<file path="src/rtl/slc_defines.vh">
// Constants for the sleep controller
`ifndef SLC_DEFINES_VH
`define SLC_DEFINES_VH

`define SLC_ADDR_W 4
`define SLC_CTRL_OFS 4'h0
`define SLC_STAT_OFS 4'h1
`define SLC_RSTBY_OFS 4'h2
`define SLC_WAKECFG_OFS 4'h3

`define SLC_EN_BIT 0
`define SLC_MODE_LSB 1
`define SLC_MODE_MSB 2
`define SLC_CTRL_MASK 8'h07
`define SLC_CTRL_RST 8'h00

`define SLC_MODE_IDLE 2'h0
`define SLC_MODE_STBY 2'h1
`define SLC_MODE_PDWN 2'h2

`define SLC_RSTBY_RTC 0
`define SLC_RSTBY_CCL 1
`define SLC_RSTBY_ADC 2
`define SLC_RSTBY_TCA 3
`define SLC_RSTBY_TCB 4
`define SLC_RSTBY_AC 5
`define SLC_RSTBY_MAIN 6
`define SLC_RSTBY_MASK 8'h7f

`define SLC_CFG_BODRDY 0
`define SLC_CFG_PINASYNC 1
`define SLC_WAKECFG_MASK 8'h03

`define SLC_FILT_ASYNC 2'h0
`define SLC_EDGE_ASYNC 1'h0

`define SLC_WAKE_CYC 3'h6
`define SLC_CNT_W 3
`define SLC_CNT_ONE 3'h1
`define SLC_CNT_ZERO 3'h0

`define SLC_BOD_MODE_WAIT 2'h3

`endif

</file>
<file path="src/rtl/slc_wake_timer.v">
// Wake-up delay counter for the sleep controller
`timescale 1ns/100ps
`default_nettype none

module slc_wake_timer (
    input wire clk_i,
    input wire rst_n_i,
    input wire start_i,
    input wire osc_wait_i,
    input wire osc_ready_i,
    input wire bod_wait_i,
    input wire bod_ready_i,
    output wire done_o
);

`include "slc_defines.vh"

reg [`SLC_CNT_W-1:0] cnt_q;
reg [`SLC_CNT_W-1:0] cnt_d;
reg osc_wait_q;
reg osc_wait_d;
reg bod_wait_q;
reg bod_wait_d;
reg busy_q;
reg busy_d;

//////////////////////////////////////////////////////////////////////////////
// Oscillator start-up first, then six cycles, then optional brown-out gate
always @* begin
    cnt_d = cnt_q;
    osc_wait_d = osc_wait_q;
    bod_wait_d = bod_wait_q;
    busy_d = busy_q;
    if (start_i) begin
        busy_d = 1'b1;
        osc_wait_d = osc_wait_i;
        bod_wait_d = bod_wait_i;
        cnt_d = `SLC_WAKE_CYC;
    end else if (busy_q) begin
        if (osc_wait_q) begin
            if (osc_ready_i) begin
                osc_wait_d = 1'b0;
            end
        end else if (cnt_q != `SLC_CNT_ZERO) begin
            cnt_d = cnt_q - `SLC_CNT_ONE;
        end else if (!bod_wait_q || bod_ready_i) begin
            busy_d = 1'b0;
        end
    end
end

always @(posedge clk_i or negedge rst_n_i) begin
    if (!rst_n_i) begin
        cnt_q <= `SLC_CNT_ZERO;
        osc_wait_q <= 1'b0;
        bod_wait_q <= 1'b0;
        busy_q <= 1'b0;
    end else begin
        cnt_q <= cnt_d;
        osc_wait_q <= osc_wait_d;
        bod_wait_q <= bod_wait_d;
        busy_q <= busy_d;
    end
end

assign done_o = busy_q && !osc_wait_q && (cnt_q == `SLC_CNT_ZERO) &&
    (!bod_wait_q || bod_ready_i);

endmodule // slc_wake_timer

`default_nettype wire

</file>
<file path="src/rtl/slc_sleep_ctrl.v">
// Sleep controller: mode sequencing, clock gating and wake qualification
//
// Implementation choices: the placing of the registers and the address-and-strobe port.
`timescale 1ns/100ps
`default_nettype none

module slc_sleep_ctrl (
    input wire clk_i,
    input wire rst_n_i,
    input wire [3:0] addr_i,
    input wire [7:0] wdata_i,
    input wire wr_i,
    input wire rd_i,
    output reg [7:0] rdata_o,
    input wire sleep_instr_i,
    input wire [1:0] bod_active_mode_i,
    input wire bod_ready_i,
    input wire osc_ready_i,
    input wire debug_break_i,
    input wire irq_pin_i,
    input wire irq_two_wire_iface_i,
    input wire irq_voltage_level_monitor_i,
    input wire irq_configurable_logic_i,
    input wire [1:0] lut_filter_select_i,
    input wire lut_edge_detect_i,
    input wire irq_rtc_i,
    input wire irq_periodic_interrupt_timer_i,
    input wire irq_usart_i,
    input wire irq_usart_sof_i,
    input wire irq_timer_type_a_i,
    input wire irq_timer_type_b_i,
    input wire irq_analog_converter_i,
    input wire irq_analog_comparator_i,
    input wire irq_other_i,
    output wire cpu_clk_en_o,
    output wire cpu_resume_o,
    output wire main_osc_en_o,
    output wire periph_clk_en_o,
    output wire rtc_clk_en_o,
    output wire pit_en_o,
    output wire watchdog_clk_en_o,
    output wire brownout_clk_en_o,
    output wire configurable_logic_en_o,
    output wire analog_converter_en_o,
    output wire timer_type_a_en_o,
    output wire timer_type_b_en_o,
    output wire analog_comparator_en_o,
    output wire osc32k_en_o,
    output wire [3:0] mode_o
);

`include "slc_defines.vh"

localparam [3:0] ST_ACTIVE = 4'h1;
localparam [3:0] ST_IDLE = 4'h2;
localparam [3:0] ST_STBY = 4'h4;
localparam [3:0] ST_PDWN = 4'h8;

//////////////////////////////////////////////////////////////////////////////
// Registers
reg [7:0] ctrl_q;
reg [7:0] rstby_q;
reg [7:0] wakecfg_q;
reg [3:0] state_q;
reg [3:0] state_d;
reg waking_q;
reg waking_d;
reg wake_start;
reg resume_q;

wire [1:0] sleep_mode_select = ctrl_q[`SLC_MODE_MSB:`SLC_MODE_LSB];
wire sleep_enable_bit = ctrl_q[`SLC_EN_BIT];
wire sel = (addr_i == `SLC_CTRL_OFS) || (addr_i == `SLC_RSTBY_OFS) ||
    (addr_i == `SLC_WAKECFG_OFS);

function rsb;
    input [7:0] v;
    input integer b;
    begin
        rsb = v[b];
    end
endfunction

// Registers are never cleared by sleep transitions, only by reset
always @(posedge clk_i or negedge rst_n_i) begin
    if (!rst_n_i) begin
        ctrl_q <= `SLC_CTRL_RST;
        rstby_q <= `SLC_CTRL_RST;
        wakecfg_q <= `SLC_CTRL_RST;
    end else if (wr_i) begin
        case (addr_i)
            `SLC_CTRL_OFS: begin
                ctrl_q <= wdata_i & `SLC_CTRL_MASK;
            end
            `SLC_RSTBY_OFS: begin
                rstby_q <= wdata_i & `SLC_RSTBY_MASK;
            end
            `SLC_WAKECFG_OFS: begin
                wakecfg_q <= wdata_i & `SLC_WAKECFG_MASK;
            end
            default: begin
            end
        endcase
    end
end

always @(posedge clk_i or negedge rst_n_i) begin
    if (!rst_n_i) begin
        rdata_o <= 8'h00;
    end else if (rd_i && sel) begin
        case (addr_i)
            `SLC_CTRL_OFS: rdata_o <= ctrl_q;
            `SLC_RSTBY_OFS: rdata_o <= rstby_q;
            `SLC_WAKECFG_OFS: rdata_o <= wakecfg_q;
            default: rdata_o <= 8'h00;
        endcase
    end else if (rd_i && addr_i == `SLC_STAT_OFS) begin
        rdata_o <= {3'h0, waking_q, state_q};
    end else begin
        rdata_o <= 8'h00;
    end
end

//////////////////////////////////////////////////////////////////////////////
// Wake source qualification
wire lut_async = (lut_filter_select_i == `SLC_FILT_ASYNC) &&
    (lut_edge_detect_i == `SLC_EDGE_ASYNC);
wire pin_async = wakecfg_q[`SLC_CFG_PINASYNC];

wire wake_common = irq_two_wire_iface_i | irq_voltage_level_monitor_i;

wire wake_idle = wake_common | irq_pin_i | irq_configurable_logic_i | irq_rtc_i | irq_usart_sof_i |
    irq_periodic_interrupt_timer_i | irq_usart_i | irq_timer_type_a_i |
    irq_timer_type_b_i | irq_analog_converter_i | irq_analog_comparator_i |
    irq_other_i;

wire wake_stby = wake_common | irq_pin_i |
    (irq_configurable_logic_i & lut_async & rsb(rstby_q, `SLC_RSTBY_CCL)) |
    (irq_rtc_i & rsb(rstby_q, `SLC_RSTBY_RTC)) | irq_periodic_interrupt_timer_i |
    irq_usart_sof_i |
    (irq_timer_type_a_i & rsb(rstby_q, `SLC_RSTBY_TCA)) |
    (irq_timer_type_b_i & rsb(rstby_q, `SLC_RSTBY_TCB)) |
    (irq_analog_converter_i & rsb(rstby_q, `SLC_RSTBY_ADC)) |
    (irq_analog_comparator_i & rsb(rstby_q, `SLC_RSTBY_AC));

wire wake_pdwn = wake_common | (irq_pin_i & pin_async) |
    (irq_configurable_logic_i & lut_async) | irq_periodic_interrupt_timer_i;

reg wake_req;
always @* begin
    case (state_q)
        ST_IDLE: wake_req = wake_idle;
        ST_STBY: wake_req = wake_stby;
        ST_PDWN: wake_req = wake_pdwn;
        default: wake_req = 1'b0;
    endcase
end

//////////////////////////////////////////////////////////////////////////////
// Mode state machine
wire timer_done;
wire mode_ok = (sleep_mode_select == `SLC_MODE_IDLE) || (sleep_mode_select == `SLC_MODE_STBY) ||
    (sleep_mode_select == `SLC_MODE_PDWN);
wire stby_main = rsb(rstby_q, `SLC_RSTBY_MAIN);
wire osc_needed = (state_q == ST_PDWN) || ((state_q == ST_STBY) && !stby_main);

always @* begin
    state_d = state_q;
    waking_d = waking_q;
    wake_start = 1'b0;
    case (state_q)
        ST_ACTIVE: begin
            if (sleep_instr_i && sleep_enable_bit && mode_ok) begin
                case (sleep_mode_select)
                    `SLC_MODE_IDLE: state_d = ST_IDLE;
                    `SLC_MODE_STBY: state_d = ST_STBY;
                    default: state_d = ST_PDWN;
                endcase
            end
        end
        ST_IDLE, ST_STBY, ST_PDWN: begin
            if (!waking_q && (wake_req || debug_break_i)) begin
                waking_d = 1'b1;
                wake_start = 1'b1;
            end else if (waking_q && timer_done) begin
                waking_d = 1'b0;
                state_d = ST_ACTIVE;
            end
        end
        default: begin
            state_d = ST_ACTIVE;
            waking_d = 1'b0;
        end
    endcase
end

// Asynchronous reset returns straight to Active from any sleep mode
always @(posedge clk_i or negedge rst_n_i) begin
    if (!rst_n_i) begin
        state_q <= ST_ACTIVE;
        waking_q <= 1'b0;
        resume_q <= 1'b0;
    end else begin
        state_q <= state_d;
        waking_q <= waking_d;
        resume_q <= waking_q && timer_done;
    end
end

slc_wake_timer u_timer (
    .clk_i(clk_i),
    .rst_n_i(rst_n_i),
    .start_i(wake_start),
    .osc_wait_i(osc_needed),
    .osc_ready_i(osc_ready_i),
    .bod_wait_i(bod_active_mode_i == `SLC_BOD_MODE_WAIT),
    .bod_ready_i(bod_ready_i),
    .done_o(timer_done)
);

//////////////////////////////////////////////////////////////////////////////
// Clock and peripheral gating
wire act = (state_q == ST_ACTIVE);
wire idl = (state_q == ST_IDLE);
wire stb = (state_q == ST_STBY);
wire wk = waking_q && !osc_needed;

assign cpu_clk_en_o = act;
assign cpu_resume_o = resume_q;
assign main_osc_en_o = act || idl || (stb && stby_main) || (waking_q && osc_needed);
assign periph_clk_en_o = act || idl || wk;
assign rtc_clk_en_o = act || idl || (stb && rsb(rstby_q, `SLC_RSTBY_RTC));
assign pit_en_o = 1'b1;
assign watchdog_clk_en_o = 1'b1;
assign brownout_clk_en_o = 1'b1;
assign osc32k_en_o = 1'b1;
assign configurable_logic_en_o = act || idl || (stb && rsb(rstby_q, `SLC_RSTBY_CCL));
assign analog_converter_en_o = act || idl || (stb && rsb(rstby_q, `SLC_RSTBY_ADC));
assign timer_type_a_en_o = act || idl || (stb && rsb(rstby_q, `SLC_RSTBY_TCA));
assign timer_type_b_en_o = act || idl || (stb && rsb(rstby_q, `SLC_RSTBY_TCB));
assign analog_comparator_en_o = act || idl || (stb && rsb(rstby_q, `SLC_RSTBY_AC));
assign mode_o = state_q;

endmodule // slc_sleep_ctrl

`default_nettype wire

</file>
<file path="config.mk">
export PLATFORM = sky130hd
export DESIGN_NAME = slc_sleep_ctrl
export DESIGN_NICKNAME = d
export VERILOG_FILES = /design/src/rtl/slc_wake_timer.v /design/src/rtl/slc_sleep_ctrl.v
export VERILOG_INCLUDE_DIRS = /design/src /design/src/rtl
export SDC_FILE = /design/constraint.sdc
export NUM_CORES = 1
export LEC_CHECK = 0
export BUFFER_PORTS_ARGS = -buffer_cell sky130_fd_sc_hd__buf_2
export CAP_MARGIN = 10
export CORE_ASPECT_RATIO = 1.4
export CORE_MARGIN = 2
export CORE_UTILIZATION = 40
export CTS_BUF_LIST = sky130_fd_sc_hd__clkbuf_4 sky130_fd_sc_hd__clkbuf_8 sky130_fd_sc_hd__clkbuf_16
export CTS_CLUSTER_DIAMETER = 100
export CTS_CLUSTER_SIZE = 10
export DETAILED_ROUTE_END_ITERATION = 8
export PLACE_DENSITY = 0.65
export SETUP_SLACK_MARGIN = 0.02
export SKIP_LAST_GASP = 1
export SYNTH_ARGS = -nofsm -noshare
export SYNTH_HDL_FRONTEND = slang
export SYNTH_HIERARCHICAL = 1
export SYNTH_SLANG_ARGS = --single-unit
</file>
<file path="constraint.sdc">
create_clock -name clk_i -period 2.6 [get_ports clk_i]
set_clock_uncertainty 0.05 [all_clocks]
set_input_delay 0.78 -clock clk_i [delete_from_list [all_inputs] [get_ports clk_i]]
set_output_delay 0.78 -clock clk_i [all_outputs]
set_load 0.005 [all_outputs]
</file>
After elaboration in Yosys (flattened, before gate mapping)
Cells that the tools add are included.
- muxes and demuxes: 27
- $add $sub $neg: 1
- reductions and logical operators: 56
- bitwise gates (word level): 33
- equality and inequality tests: 15
- operators with widths (kind ; count):
    $or 1x1->1 ; 23
    $pmux 7 s3 ; 1
    $logic_and 1x1->1 ; 20
    $logic_or 1x1->1 ; 17
    $pmux 4 s2 ; 2
    $mux 1 ; 13
    $eq 4x2->1 const B ; 3
    $mux 3 ; 4
    $mux 4 ; 3
    $and 1x1->1 ; 8
    $eq 4x1->1 const B ; 2
    $mux 8 ; 1
    $reduce_and 2->1 ; 4
    $reduce_and 3->1 ; 2
    $logic_not 1->1 ; 5
    $mux 5 ; 1
    $eq 2x2->1 const B ; 2
    $eq 4x3->1 const B ; 1
    $eq 4x4->1 const B ; 1
    $logic_not 2->1 ; 2
    $logic_not 4->1 ; 1
    $ne 2x1->1 const B ; 2
    $ne 2x2->1 const B ; 2
    $reduce_bool 2->1 ; 2
    other kinds (9) ; 10
- logic and storage cells: 143
- bits of input ports: 38
- output and inout bits: 26
- register bits after elaboration: 32

Logic depth before layout (Yosys ltp)
- word-level depth: 19
- gate-level depth with buffers: 9
- depth with buffers taken out: 9

Cells and area by module
Netlist, hierarchy kept.
- by module, submodules not included (module ; area each (um^2) ; times used ; sequential area each (um^2) ; cells each):
    slc_sleep_ctrl ; 1550.2 ; 1 ; 626.9 ; 158
    slc_wake_timer ; 337.8 ; 1 ; 150.1 ; 34

Worst setup path after synthesis
OpenSTA, ideal clock, no wires.
- path kind: in2reg
- from: input port irq_voltage_level_monitor_i
- to: register u_timer.busy_q
- path buffers: 0
- data required time: 2.429 ns
- stages: 6
- slack: 0.195 ns
- library setup time: 0.121 ns
- arrival: 2.234 ns
- cells stage by stage: or3_1 > a2111o_1 > o211ai_1 > a21oi_1 > or2_2 > o22a_1
- longest elaborated chain between the ends: 18
- elaborated cells on any way between the ends: 29
- those cells by class: mux (4); bitwise (23); reduce/logical (2)
- ends and longest elaborated chain (what ; RTL line ; RTL):
    from (decl) ; slc_sleep_ctrl.v:22 ; input wire irq_voltage_level_monitor_i,
    $or 1x1->1 * ; slc_sleep_ctrl.v:130 ; wire wake_common = irq_two_wire_iface_i | irq_voltage_level_monitor_i;
    $or 1x1->1 ; slc_sleep_ctrl.v:132, slc_sleep_ctrl.v:137 ;
    $or 1x1->1 (4 in a row) ; slc_sleep_ctrl.v:132 ; wire wake_idle = wake_common | irq_pin_i | irq_configurable_logic_i | irq_rtc_i | irq_usart_sof_i |
    $or 1x1->1 (3 in a row) ; slc_sleep_ctrl.v:133 ; irq_periodic_interrupt_timer_i | irq_usart_i | irq_timer_type_a_i |
    $or 1x1->1 (3 in a row) ; slc_sleep_ctrl.v:134 ; irq_timer_type_b_i | irq_analog_converter_i | irq_analog_comparator_i |
    $pmux 1 s3 * ; slc_sleep_ctrl.v:151 ; case (state_q)
    $logic_or 1x1->1 * ; slc_sleep_ctrl.v:182 ; if (!waking_q && (wake_req || debug_break_i)) begin
    $logic_and 1x1->1 * ; slc_sleep_ctrl.v:182 ;
    $mux 1 * ; slc_sleep_ctrl.v:182 ;
    $mux 1 * ; slc_sleep_ctrl.v:171 ; case (state_q)
    net wake_start ; slc_sleep_ctrl.v:68 ; reg wake_start;
    $mux 1 * ; slc_wake_timer.v:34 ; if (start_i) begin
    net u_timer.busy_d ; slc_wake_timer.v:25 ; reg busy_d;
    to (signal assigned) ; slc_wake_timer.v:62 ; busy_q <= busy_d;
    to (decl) ; slc_wake_timer.v:24 ; reg busy_q;
Mark *: on every way through the listed nets, which the timed path passes. The rest lies on a longest branch.
A chain may end at the register's enable or synchronous reset.

Final worst setup path
- from: register state_q[1] (netlist: mode_o[1])
- to: output port timer_type_b_en_o
- longest elaborated chain between the ends: 3
- elaborated cells on any way between the ends: 6
- those cells by class: eq/ne (3); reduce/logical (3)
- ends and longest elaborated chain (what ; RTL line ; RTL):
    from (decl) ; slc_sleep_ctrl.v:64 ; reg [3:0] state_q;
    from (signal assigned) ; slc_sleep_ctrl.v:204 ; state_q <= state_d;
    $eq 4x1->1, or another cell as far along ; slc_sleep_ctrl.v:223 ; wire act = (state_q == ST_ACTIVE);
    $logic_or 1x1->1 or $logic_and 1x1->1 (tied branches) ; slc_sleep_ctrl.v:240 ; assign timer_type_b_en_o = act || idl || (stb && rsb(rstby_q, `SLC_RSTBY_TCB));
    $logic_or 1x1->1 * ; slc_sleep_ctrl.v:240 ;
    to (decl) ; slc_sleep_ctrl.v:46 ; output wire timer_type_b_en_o,
Mark *: on every way between the ends. The rest lies on a longest branch, timed or not.

==> flow_summary_export.csv <==
group,metric,value,unit
run_status,outcome,"completed",
timing,hold_viol,0,
critical_path,required,1770,ps
placement,port_buffers,57,
grt,track_usage,17.4,%
logic_synthesis,yosysMostFrequentCell,"dfrtp_1",
logic_synthesis,syn_area,1890,um2
power,vdd_drop_max,0.394,mV
route,ant_nets,0,
clock_tree,clock-root-buffer,"clkbuf_8",
final_layout,drive_gt1_share,38.7,%
logic_synthesis,synthCells,192,
timing,period_share,94.4,%
route,via_count,1642,
placement,post-place-ws,-64.1,ps
logic_synthesis,ys_async_sr_fraction,100,%
critical_path,startpoint_type,"flop",
logic_synthesis,netlist_top_cells_count,"dfrtp_1 (30), nor2_1 (19), mux2_2 (12)",
floorplan,io_pins,64,
clock_tree,insertion_delay,290,ps
logic_synthesis,avgSynthCellArea,9.83,um2
critical_path,cp-end-kind,"primary output",
grt,antenna_found_initial,0,
clock_tree,clk_pin_slew,70,ps
power,intPower,1.19,mW
grt,gr-total-overflow,0,
clock_tree,h-tree-depth,2,
power,p_comb_share,32.6,%
final_layout,syn_to_final_growth,24.9,%
power,switchingPower,574,uW
hold_path,hold_path_startpoint,"wakecfg_q[0]",
timing,timing.hold.ws,471,ps
logic_synthesis,synth_edf_count,0,
final_layout,antenna_cells,0,
grt,grt_pass1_vias,1497,
timing,rsz0062_at_grt,"false",
final_layout,final_cell_area,2360,um2
route,dr.pass1.iters,4,
placement,place_area,2230,um2
timing,timing.fmax,0.407,GHz
critical_path,cpPeakStageDelay,570,ps
floorplan,row_count,29,
timing,slew_violations,0,
power,power_density,750,nW/um2
power,power_switching_share,32.5,%
route,wire_per_inst,13.9,um
critical_path,cp_cell_sequence,"and2b_1 -> a21oi_1 -> o21a_1 -> nor2_1 -> buf_2",
critical_path,setup.worst_path.start,"mode_o[1]",
route,drc,0,
floorplan,dieHeight,85.3,um
critical_path,cpMaxStageDelayCell,"dfrtp_1",
placement,place_congestion,0.776,
floorplan,fp.dieArea,5290,um2
logic_synthesis,synthFlopType,"dfrtp_1",
power,seqPwrFrac,39.4,%
clock_tree,cts_sinks,31,
final_layout,layout.nets,292,
logic_synthesis,synth_cell_types,58,
critical_path,worstSetupPathType,"flop to primary output",
timing,finalSetupViolCount,0,
logic_synthesis,synthTopCellsByArea,"dfrtp_1 (40%), mux2_2 (7.2%), nor2_1 (3.8%)",
critical_path,arrival,1620,ps
hold_path,hold_path_class,"flop to flop",
critical_path,path_max_fanout,13,
grt,grt_max_degree,32,
route,vias_per_cell,5.21,
power,cellLeakagePower,1.13,nW
timing,setup_ws,145,ps
clock_tree,postCtsSetupRepairBufs,0,
timing,relSlewSlack,52.4,%
floorplan,initial_utilization,41.6,%
clock_tree,numCtsBuffers,5,
critical_path,cp_num_buf_inv,1,
critical_path,r2r_start,"mode_o[1]",
logic_synthesis,yosys_warnings,6,
logic_synthesis,ys_ff_latch,31,
floorplan,die_x,62.1,um
floorplan,coreArea,4540,um2
route,drtIter0Drc,33,
final_layout,utilization,52.0,%
clock_tree,cts.path.max_buffers,2,
placement,dpl.hpwl,3420,um
route,wirelength,4370,um
timing,fin_crit,2450,ps
logic_synthesis,yosysTopAreaCell,"dfrtp_1",
timing,worst_slew_pin_slew,714,ps
power,power_frac_clock,28.0,%
clock_tree,cts_tree,"done",
critical_path,critPathTopFamily,"flip-flops",
logic_synthesis,synth_top_area_share,39.8,%
grt,grt_pass1_wl,6780,um
run,max_cap_violations,0,
logic_synthesis,synth_seq_area_share,41.2,%
==> layout make-up <==
| class | instances | area [um2] |
|---|---|---|
| Clock buffer | 6 | 82.6 |
| Inverter | 9 | 33.8 |
| Sequential cell | 31 | 783 |
| Multi-Input combinational cell | 141 | 1010 |
| Clock inverter | 2 | 35.0 |
| Fill cell | 427 | 2180 |
| Timing Repair Buffer | 64 | 338 |
| Tap cell | 62 | 77.6 |
==> power by group through the flow <==
| stage | Clock (mW) | Combinational (mW) | Sequential (mW) |
|---|---|---|---|
| 6_report | 0.495 | 0.577 | 0.697 |
| 3_5_place_dp | 0 | 0.582 | 0.701 |
| 5_1_grt | 0.522 | 0.646 | 0.711 |
| 4_1_cts | 0.507 | 0.588 | 0.692 |
| 2_1_floorplan | 0 | 0.431 | 0.636 |
| 3_3_place_gp | 0 | 0.575 | 0.700 |
==> placed cells by master, fill, tap and decap left out, drive strengths merged, types with 5 or more instances in the layout <==
master	netlist	routed
a21oi	8	8
and3	5	5
buf	9	64
clkbuf	5	6
conb	2	5
dfrtp	30	30
inv	9	9
mux2	13	13
nand2	9	9
nor2	20	20
nor3	6	6
o21a	9	9
o21ai	6	6
==> sequential cells by signal (all words and copies together) (netlist names), 2 cells and up <==
signal / count
ctrl_q: 3
rstby_q: 7
rdata_o: 7
mode_o: 4
wakecfg_q: 2
u_timer/cnt_q: 3
==> metal layers <==
metal  global-route usage, %  vias up  part of all wire [%]
li1                        -      812                     -
met5                       0        -                     0
met3                    3.96        7                   5.6
met2                    28.4       56                    49
met1                    21.0      767                    43
met4                    7.54        0                   2.0
==> through the flow <==
stage | TNS, ps | std cells | total power [mW]
6_report | 0 | 315 | 1.77
5_1_grt | 0 | 315 | 1.88
4_1_cts | 0 | 315 | 1.79
3_5_place_dp | -70.1 | 307 | 1.28
3_3_place_gp | -78.3 | 307 | 1.28
2_1_floorplan | 0 | 195 | 1.07
==> worst paths after layout <==
path                                     end  slack, ps  cells past startpoint
max                        timer_type_b_en_o        150                      5
min                             wakecfg_q[0]        470                      1
max reg2reg                 u_timer/cnt_q[0]        260                      6
min reg2reg                     wakecfg_q[0]        470                      1
max in group asynchronous          mode_o[2]       1500                      1
min in group asynchronous   u_timer/cnt_q[0]        490                      1
==> kinds of logic after synthesis <==
family / share of synthesized area (%)
compound gates: 17.9
xor+xnor: 0.928
fa+ha+maj: 1.33
buf+inv: 6.16
flops: 41.2
mux: 11.4
other cells: 0.398
simple gates: 20.7
==> worst register-to-register path, cell delays in order (launching register included) <==
cell and delay (ps):
dfrtp_1 570, and2b_1 300, nor3_1 100, or4_1 520, a21oi_1 340, nor2_1 70
mux2_4 280
==> repair_timing <==
item / in CTS / in global routing
hold buffers: 0 / 0
setup endpoints to repair: 1 / 3
gates resized for setup: 1 / 3
No activity file was read; power rests on OpenSTA's default activity.
